==> src/rtl/attr_palette_pkg.sv <==
// shared constants for the attribute palette controller
package attr_palette_pkg;

  // ==========================================================
  // widths
  localparam int DATA_W = 8;
  localparam int ADDR_W = 1;
  localparam int COLOR_W = 6;
  localparam int NIB_W = 4;
  localparam int PAL_DEPTH = 16;
  localparam int PTR_W = 5;
  localparam int AREG_W = 6;
  localparam int MODE_W = 4;
  localparam int PEN_W = 6;
  localparam int PAN_W = 4;
  localparam int SYNC_W = 4;

  // ==========================================================
  // host port decode
  localparam logic [ADDR_W-1:0] PORT_ADDR = 1'h0;

  // ==========================================================
  // data register pointers
  localparam logic [PTR_W-1:0] PTR_MODE = 5'h10;
  localparam logic [PTR_W-1:0] PTR_OVERSCAN = 5'h11;
  localparam logic [PTR_W-1:0] PTR_PLANE_EN = 5'h12;
  localparam logic [PTR_W-1:0] PTR_PAN = 5'h13;

  // ==========================================================
  // field positions
  localparam int AREG_DISPLAY_BIT = 5;
  localparam int MODE_GFX_BIT = 0;
  localparam int PEN_MUX_LO = 4;
  localparam int STAT_DE_N_BIT = 0;
  localparam int STAT_VRTC_BIT = 3;
  localparam int STAT_DIAG4_BIT = 4;
  localparam int STAT_DIAG5_BIT = 5;

  // colour bit order inside a palette entry
  localparam int COL_B = 0;
  localparam int COL_G = 1;
  localparam int COL_R = 2;
  localparam int COL_SB = 3;
  localparam int COL_SG = 4;
  localparam int COL_SR = 5;

  // synchroniser lane positions
  localparam int SY_PIX = 0;
  localparam int SY_LOAD = 1;
  localparam int SY_DE = 2;
  localparam int SY_VRTC = 3;

  // ==========================================================
  // character timing and reset values
  localparam logic [2:0] DOTS_LAST = 3'h7;
  localparam logic [COLOR_W-1:0] COLOR_RST = 6'h00;
  localparam logic [AREG_W-1:0] AREG_RST = 6'h00;
  localparam logic [MODE_W-1:0] MODE_RST = 4'h0;
  localparam logic [PEN_W-1:0] PEN_RST = 6'h0F;
  localparam logic [DATA_W-1:0] BYTE_RST = 8'h00;

endpackage

==> src/rtl/attribute_palette_ctrl.sv <==
// attribute controller colour path with host register port
//
// Local design decisions: the plain strobed port and the placing of the registers.
`timescale 1ns/10ps

// Contract
// - sixteen colours out of sixty-four
// - sixteen six-bit host-loadable palette entries
// - four-bit index picks one palette entry
// - text mode picks low or high nibble
// - code bit 1 low nibble, 0 high
// - graphics mode ignores condition code bits
// - graphics mode uses only low nibble
// - attribute inputs sampled on pixel clock
// - condition byte captured on load strobe
// - any read of the port address clears address/data select flop
// - every write to the port address toggles the select flop; a read in the same cycle clears it instead
// - read returns four-bit status on bus
// - six colour outputs, three primary, three secondary
// - entry bits 0-5 map B,G,R,SB,SG,SR
// - address bit5 0 loads, 1 displays
// - mode bit0 0 text, 1 graphics
module attribute_palette_ctrl (
  input wire logic CLK_IN,
  input wire logic RST_IN,
  input wire logic [attr_palette_pkg::ADDR_W-1:0] ADDR_IN,
  input wire logic [attr_palette_pkg::DATA_W-1:0] WR_DATA_IN,
  input wire logic WR_STROBE_IN,
  input wire logic RD_STROBE_IN,
  output logic [attr_palette_pkg::DATA_W-1:0] RD_DATA_OUT,
  input wire logic PIXEL_CLOCK_IN,
  input wire logic SEL_LOAD_IN,
  input wire logic [attr_palette_pkg::DATA_W-1:0] ATTR_BYTE_IN,
  input wire logic [attr_palette_pkg::DATA_W-1:0] COND_CODE_IN,
  input wire logic DISP_ENABLE_IN,
  input wire logic VRETRACE_IN,
  output logic BLUE_OUT,
  output logic GREEN_OUT,
  output logic RED_OUT,
  output logic SECONDARY_BLUE_MONO_OUT,
  output logic SECONDARY_GREEN_INTENSITY_OUT,
  output logic SECONDARY_RED_OUT
);
  import attr_palette_pkg::*;

  // ==========================================================
  // pin synchronisers
  logic [SYNC_W-1:0] pins;
  wire [SYNC_W-1:0] lvl;
  wire [SYNC_W-1:0] rise;
  logic [DATA_W-1:0] attr1_r;
  logic [DATA_W-1:0] attr2_r;
  logic [DATA_W-1:0] attr3_r;
  logic [DATA_W-1:0] cc1_r;
  logic [DATA_W-1:0] cc2_r;
  logic [DATA_W-1:0] cc3_r;

  assign pins = {VRETRACE_IN, DISP_ENABLE_IN, SEL_LOAD_IN, PIXEL_CLOCK_IN};

  genvar gs;
  generate
    for (gs = 0; gs < SYNC_W; gs++) begin : g_sync
      logic s1_r;
      logic s2_r;
      logic s3_r;
      logic lvl_r;
      // a level counts only once stages two and three agree
      wire agree = (s2_r == s3_r);
      assign rise[gs] = agree && s2_r && !lvl_r;
      assign lvl[gs] = lvl_r;
      always_ff @(posedge CLK_IN or posedge RST_IN) begin
        if (RST_IN) begin
          s1_r <= 1'b0;
          s2_r <= 1'b0;
          s3_r <= 1'b0;
          lvl_r <= 1'b0;
        end else begin
          s1_r <= pins[gs];
          s2_r <= s1_r;
          s3_r <= s2_r;
          // a lone disagreeing sample is a settling flop, not a change
          if (agree) begin
            lvl_r <= s2_r;
          end
        end
      end
    end
  endgenerate

  // data buses follow the strobes through the same depth
  always_ff @(posedge CLK_IN or posedge RST_IN) begin
    if (RST_IN) begin
      attr1_r <= BYTE_RST;
      attr2_r <= BYTE_RST;
      attr3_r <= BYTE_RST;
      cc1_r <= BYTE_RST;
      cc2_r <= BYTE_RST;
      cc3_r <= BYTE_RST;
    end else begin
      attr1_r <= ATTR_BYTE_IN;
      attr2_r <= attr1_r;
      attr3_r <= attr2_r;
      cc1_r <= COND_CODE_IN;
      cc2_r <= cc1_r;
      cc3_r <= cc2_r;
    end
  end

  wire pix_edge = rise[SY_PIX];
  wire load_edge = rise[SY_LOAD];

  // ==========================================================
  // host port decode
  logic sel_data_r;
  logic [AREG_W-1:0] areg_r;
  logic [MODE_W-1:0] mode_r;
  logic [COLOR_W-1:0] overscan_r;
  logic [PEN_W-1:0] plane_en_r;
  logic [PAN_W-1:0] pan_r;
  logic [COLOR_W-1:0] palette_r [PAL_DEPTH];
  logic [DATA_W-1:0] rd_data_r;

  wire hit = (ADDR_IN == PORT_ADDR);
  wire wr_hit = WR_STROBE_IN && hit;
  wire rd_hit = RD_STROBE_IN && hit;
  wire [PTR_W-1:0] ptr = areg_r[PTR_W-1:0];
  wire display_on = areg_r[AREG_DISPLAY_BIT];
  wire wr_data = wr_hit && sel_data_r;
  wire wr_addr = wr_hit && !sel_data_r;
  wire ptr_is_pal = (ptr[PTR_W-1] == 1'b0);
  // palette loads only while the display path is off it
  wire pal_we = wr_data && ptr_is_pal && !display_on;
  wire graphics = mode_r[MODE_GFX_BIT];
  // entry under the pointer; a data write never moves the pointer
  wire [COLOR_W-1:0] pal_at_ptr = palette_r[ptr[NIB_W-1:0]];

  // read clears, write toggles; a read in the same cycle as a write wins
  wire sel_data_nxt = rd_hit ? 1'b0 : (wr_hit ? !sel_data_r : sel_data_r);

  always_ff @(posedge CLK_IN or posedge RST_IN) begin
    if (RST_IN) begin
      sel_data_r <= 1'b0;
    end else begin
      sel_data_r <= sel_data_nxt;
    end
  end

  always_ff @(posedge CLK_IN or posedge RST_IN) begin
    if (RST_IN) begin
      areg_r <= AREG_RST;
    end else if (wr_addr) begin
      areg_r <= WR_DATA_IN[AREG_W-1:0];
    end
  end

  // undefined pointers fall through the case and are dropped
  always_ff @(posedge CLK_IN or posedge RST_IN) begin
    if (RST_IN) begin
      mode_r <= MODE_RST;
      overscan_r <= COLOR_RST;
      plane_en_r <= PEN_RST;
      pan_r <= MODE_RST;
    end else if (wr_data) begin
      case (ptr)
        PTR_MODE: mode_r <= WR_DATA_IN[MODE_W-1:0];
        PTR_OVERSCAN: overscan_r <= WR_DATA_IN[COLOR_W-1:0];
        PTR_PLANE_EN: plane_en_r <= WR_DATA_IN[PEN_W-1:0];
        PTR_PAN: pan_r <= WR_DATA_IN[PAN_W-1:0];
        default: ;
      endcase
    end
  end

  genvar gp;
  generate
    for (gp = 0; gp < PAL_DEPTH; gp++) begin : g_pal
      always_ff @(posedge CLK_IN or posedge RST_IN) begin
        if (RST_IN) begin
          palette_r[gp] <= COLOR_RST;
        end else if (pal_we && (ptr[NIB_W-1:0] == NIB_W'(gp))) begin
          palette_r[gp] <= WR_DATA_IN[COLOR_W-1:0];
        end
      end
    end
  endgenerate

  // ==========================================================
  // condition code walk
  logic [DATA_W-1:0] cc_r;
  logic [2:0] cc_bit_r;
  logic [2:0] dot_r;

  always_ff @(posedge CLK_IN or posedge RST_IN) begin
    if (RST_IN) begin
      cc_r <= BYTE_RST;
      cc_bit_r <= 3'h0;
      dot_r <= 3'h0;
    end else if (load_edge) begin
      cc_r <= cc3_r;
      cc_bit_r <= 3'h0;
      dot_r <= 3'h0;
    end else if (pix_edge) begin
      dot_r <= dot_r + 3'h1;
      if (dot_r == DOTS_LAST) begin
        cc_bit_r <= cc_bit_r + 3'h1;
      end
    end
  end

  // ==========================================================
  // index select and palette lookup
  logic [NIB_W-1:0] idx_r;
  logic [COLOR_W-1:0] color_r;

  wire [NIB_W-1:0] low_nib = attr3_r[NIB_W-1:0];
  wire [NIB_W-1:0] high_nib = attr3_r[DATA_W-1:NIB_W];
  wire cc_sel = cc_r[cc_bit_r];
  // graphics ignores the code byte and the high nibble
  wire [NIB_W-1:0] idx_nxt = (graphics || cc_sel) ? low_nib : high_nib;

  always_ff @(posedge CLK_IN or posedge RST_IN) begin
    if (RST_IN) begin
      idx_r <= 4'h0;
    end else if (pix_edge) begin
      idx_r <= idx_nxt;
    end
  end

  // blanked while the host owns the palette, to avoid torn colours
  always_ff @(posedge CLK_IN or posedge RST_IN) begin
    if (RST_IN) begin
      color_r <= COLOR_RST;
    end else begin
      color_r <= display_on ? palette_r[idx_r] : COLOR_RST;
    end
  end

  assign BLUE_OUT = color_r[COL_B];
  assign GREEN_OUT = color_r[COL_G];
  assign RED_OUT = color_r[COL_R];
  assign SECONDARY_BLUE_MONO_OUT = color_r[COL_SB];
  assign SECONDARY_GREEN_INTENSITY_OUT = color_r[COL_SG];
  assign SECONDARY_RED_OUT = color_r[COL_SR];

  // ==========================================================
  // status port
  logic [1:0] diag;
  wire [1:0] mux_sel = plane_en_r[PEN_MUX_LO+1:PEN_MUX_LO];

  always_comb begin
    case (mux_sel)
      2'h0: diag = {color_r[COL_R], color_r[COL_B]};
      2'h1: diag = {color_r[COL_SB], color_r[COL_G]};
      2'h2: diag = {color_r[COL_SR], color_r[COL_SG]};
      default: diag = 2'h0;
    endcase
  end

  logic [DATA_W-1:0] status;
  always_comb begin
    status = BYTE_RST;
    status[STAT_DE_N_BIT] = !lvl[SY_DE];
    status[STAT_VRTC_BIT] = lvl[SY_VRTC];
    status[STAT_DIAG4_BIT] = diag[0];
    status[STAT_DIAG5_BIT] = diag[1];
  end

  // data stand only in the cycle after the read
  always_ff @(posedge CLK_IN or posedge RST_IN) begin
    if (RST_IN) begin
      rd_data_r <= BYTE_RST;
    end else begin
      rd_data_r <= rd_hit ? status : BYTE_RST;
    end
  end

  assign RD_DATA_OUT = rd_data_r;
endmodule // attribute_palette_ctrl

==> config.mk <==
export PLATFORM = sky130hd
export DESIGN_NAME = attribute_palette_ctrl
export DESIGN_NICKNAME = d
export VERILOG_FILES = /design/src/rtl/attr_palette_pkg.sv /design/src/rtl/attribute_palette_ctrl.sv
export SDC_FILE = /design/constraint.sdc
export NUM_CORES = 1
export LEC_CHECK = 0
export BUFFER_PORTS_ARGS = -buffer_cell sky130_fd_sc_hd__buf_2
export CAP_MARGIN = 0
export CORE_MARGIN = 2
export CORE_UTILIZATION = 50
export DETAILED_ROUTE_END_ITERATION = 8
export PLACE_DENSITY = 0.81
export SLEW_MARGIN = 20
export SYNTH_ARGS = -nofsm -noshare
export SYNTH_HDL_FRONTEND = slang
export SYNTH_SLANG_ARGS = --single-unit
==> constraint.sdc <==
create_clock -name CLK_IN -period 5.8 [get_ports CLK_IN]
set_input_delay 0.29 -clock CLK_IN [delete_from_list [all_inputs] [get_ports CLK_IN]]
set_output_delay 0.29 -clock CLK_IN [all_outputs]
set_load 0.01 [all_outputs]
==> flow_metrics.env <==
export IMPL_run_status="finished, final reports clean"
export IMPL_drt_iter0_markers=359
export IMPL_postSynthCellCount=478
export IMPL_ioPinCount=47
export IMPL_h_tree_levels=4
export IMPL_count_of_unique_library_cells_instantiated_by_yosys=36
export IMPL_relSlewSlack_pct=27.10
export IMPL_via_count=4108
export IMPL_synthToLayoutAreaGrowth_pct=14.77
export IMPL_rr_endpoint="palette_r[76]$_DFFE_PP0P_"
export IMPL_clk_root_buffer_cell="clkbuf_16"
export IMPL_switching_power_uw=854.8
export IMPL_ant_nets=0
export IMPL_cts_max_path_buffers=2
export IMPL_finish_net_count=575
export IMPL_synth_edff_count=0
export IMPL_chipWidth_um=128.5
export IMPL_peak_clock_frequency_supported_by_timing_mhz=481.1
export IMPL_overflow=0
export IMPL_global_route_usage_total_pct=19.23
export IMPL_finalSetupTns_ps=0
export IMPL_placeableCoreArea_mm2=0.01520
export IMPL_fillerInstances=1107
export IMPL_worst_setup_path_startpoint="areg_r[5]$_DFFE_PP0P_"
export IMPL_startpoint_of_the_worst_slack_reg_to_reg_timing_path="areg_r[5]$_DFFE_PP0P_"
export IMPL_worstPathMaxFanout=6
export IMPL_dieArea_mm2=0.01652
export IMPL_cap_violations=0
export IMPL_fin_worst_hold_slack_ps=32.92
export IMPL_ant_cells=0
export IMPL_clk_insertion_delay_late_ps=440
export IMPL_min_path_type="input pin to async pin"
export IMPL_end_kind="flop"
export IMPL_critPathKind="flop to flop"
export IMPL_post_route_cells_drive_above_1_share_pct=41.53
export IMPL_tritoncts_num_buffers=17
export IMPL_share_of_the_cycle_needed_by_the_critical_path_after_routing_pct=35.84
export IMPL_power_density_mw_per_mm2=364.1
export IMPL_detailroute_wirelength_met2_mm=7.315
export IMPL_seq_area_frac_synth_pct=63.90
export IMPL_swShare_pct=26.38
export IMPL_power_leakage_uw=0.004258
export IMPL_timing_critical_path_to="palette_r[76]$_DFFE_PP0P_"
export IMPL_route_top_layer_used="met4"
export IMPL_ys_async_sr_fraction_pct=100.0
export IMPL_initial_util_pct=51.00
export IMPL_rsz0062_at_grt="no"
export IMPL_syn_area_mm2=0.007754
export IMPL_routedWlPerCell_um=19.68
export IMPL_number_of_global_route_vias_before_repair=4450
export IMPL_worstPathArrival_ps=2400
export IMPL_max_slew_violation_count=0
export IMPL_met1Wirelength_mm=6.295
export IMPL_worst_setup_hold_path_clk_slew_ps=70
export IMPL_internal_power_uw=2385
export IMPL_viasPerCell=5.574
export IMPL_worst_r2r_path_depth=4
export IMPL_comb_power_share_pct=12.4
export IMPL_io_buffers=40
export IMPL_drc=0
export IMPL_cts_sinks=198
export IMPL_cp_data_required_time_ps=6120
export IMPL_power_share_clock_pct=36.6
export IMPL_worstMarginPinSlew_ps=1091
export IMPL_synth_main_ff_cell="dfrtp_1"
export IMPL_dpl_hpwl_mm=9.002
export IMPL_maximum_number_of_pins_on_one_net_before_global_route_repair=130
export IMPL_share_seq_of_total_power_pct=51.0
export IMPL_placement_rows=45
export IMPL_max_vdd_ir_drop_uv=226.0
export IMPL_post_cts_setup_driven_buffer_insertion_count=0
export IMPL_finalWeightedCongestion=0.8292
export IMPL_finish_stage_setup_viols=0
export IMPL_avgSynthCellArea_um2=16.22
export IMPL_first_drt_pass_iteration_count=4
export IMPL_critical_path_startpoint_type="flop"
export IMPL_totalWireLength_mm=14.50
export IMPL_worst_reg_to_reg_setup_slack_ps=3720
export IMPL_wl_met3_um=556
export IMPL_synth_ff_latch_count=198
export IMPL_fin_skew_ps=12.33
export IMPL_grt_first_pass_wirelength_mm=23.66
export IMPL_clock_tree_from_tritoncts="yes"
export IMPL_shortest_clock_period_the_worst_path_allows_after_layout_ps=2079
export IMPL_die_height_um=128.5
export IMPL_synth_yosys_warnings=0
export IMPL_finalHoldViolations=0
export IMPL_antenna_found_initial=0
==> power groups by stage <==
stage          Sequential, µW  Combinational [µW]  Clock [µW]
6_report                 1650                 403        1190
5_1_grt                  1670                 440        1260
4_1_cts                  1650                 408        1200
3_5_place_dp             1670                 394           0
3_3_place_gp             1660                 376           0
2_1_floorplan            1590                 354           0
==> state kept, by name, summed over array words and instances, names as in the netlist, 6 cells and up <==
signal,cells
areg_r,6
attr1_r,8
attr2_r,8
attr3_r,8
cc1_r,8
cc2_r,8
cc3_r,8
cc_r,8
color_r,6
palette_r,96
==> worst max-delay path, stage by stage, from the launching register on <==
cell	delay, ps
dfrtp_1	430
nor2_2	220
nor4b_2	500
nand3_1	410
mux2_2	400
==> metal layers <==
layer	global-route usage, %	vias to the layer above
met5	0	-
met4	8.056	0
met3	4.782	30
met2	31.35	99
met1	24.97	2146
li1	-	1833
==> logic make-up after synthesis <==
family          after synthesis  synth area share [%]
other cells                   1               0.04836
simple gates                 63                 4.680
xor+xnor                      3                0.3389
flops                       198                 63.90
buf+inv                      28                 1.694
compound gates               19                 1.388
fa+ha+maj                     7                 1.065
mux                         159                 26.88
==> synthesized netlist by cell type, drive strengths merged (2+ instances only) <==
| cell | count | area, µm² |
|---|---|---|
| mux4 | 26 | 585.6 |
| nand2 | 13 | 48.80 |
| inv | 3 | 11.26 |
| xor2 | 2 | 17.52 |
| buf | 9 | 60.05 |
| nor4b | 2 | 23.77 |
| nand2b | 4 | 25.02 |
| nand3b | 5 | 37.54 |
| nor3 | 2 | 26.28 |
| maj3 | 2 | 20.02 |
| mux2 | 116 | 1329 |
| nand3 | 4 | 20.02 |
| o22ai | 6 | 37.54 |
| a21oi | 4 | 20.02 |
| nor2b | 5 | 31.28 |
| nor2 | 23 | 96.34 |
| mux2i | 17 | 170.2 |
| a31oi | 4 | 25.02 |
| ha | 5 | 62.56 |
| dfrtp | 198 | 4955 |
| clkbuf | 16 | 60.06 |
| o21ai | 5 | 25.02 |
==> final cells by class <==
cell class	instances	area [µm²]	area share, %
Clock buffer	17	425.4	4.781
Clock inverter	14	166.4	1.870
Inverter	3	18.77	0.2109
Multi-Input combinational cell	255	2681	30.13
Sequential cell	198	4956	55.69
Tap cell	188	235.2	2.643
Timing Repair Buffer	62	415.4	4.668
==> what timing repair did <==
item,in CTS,in global routing
endpoints found under the setup margin,0,0
hold buffers,20,0
endpoints found under the hold margin,20,0
gates resized for setup,0,0
==> worst min path at each step <==
stage,endpoint,slack (ps),cells past startpoint
2_1_floorplan,attr1_r[0]$_DFF_PP0_,320,0
3_3_place_gp,cc2_r[0]$_DFF_PP0_,330,0
3_5_place_dp,cc2_r[4]$_DFF_PP0_,330,0
4_1_cts,g_sync[3].s3_r$_DFF_PP0_,70,2
5_1_grt,sel_data_r$_DFFE_PP0P_,100,2
6_report,g_sync[0].s1_r$_DFF_PP0_,30,2
==> stage by stage <==
| stage | power [µW] | worst slack, ps | instance area (µm²) | instances | utilization, % |
|---|---|---|---|---|---|
| 2_1_floorplan | 1947 | 112.7 | 7765 | 481 | - |
| 6_report | 3240 | 3721 | 8899 | 737 | 58.54 |
| 3_5_place_dp | 2067 | 3776 | 8104 | 686 | 53.31 |
| 4_1_cts | 3259 | 3755 | 8896 | 737 | 58.52 |
| 5_1_grt | 3370 | 3616 | 8899 | 737 | 58.54 |
| 3_3_place_gp | 2033 | 3677 | 8103 | 686 | 53.30 |
==> placed cells by master (no fill, tap or decap), drive strengths merged <==
cell / instances
a21oi: 4
a31oi: 4
and3b: 1
and4b: 1
buf: 42
bufinv: 2
clkbuf: 17
clkinv: 3
clkinvlp: 1
conb: 4
dfrtp: 198
dlygate4sd3: 20
ha: 5
inv: 11
maj3: 2
mux2: 116
mux2i: 17
mux4: 26
nand2: 13
nand2b: 4
nand3: 4
nand3b: 5
nand4: 1
nand4b: 1
nor2: 23
nor2b: 5
nor3: 2
nor4b: 2
o21ai: 5
o22ai: 6
or3: 1
xnor2: 1
xor2: 2
No activity file was read; power rests on OpenSTA's default activity.
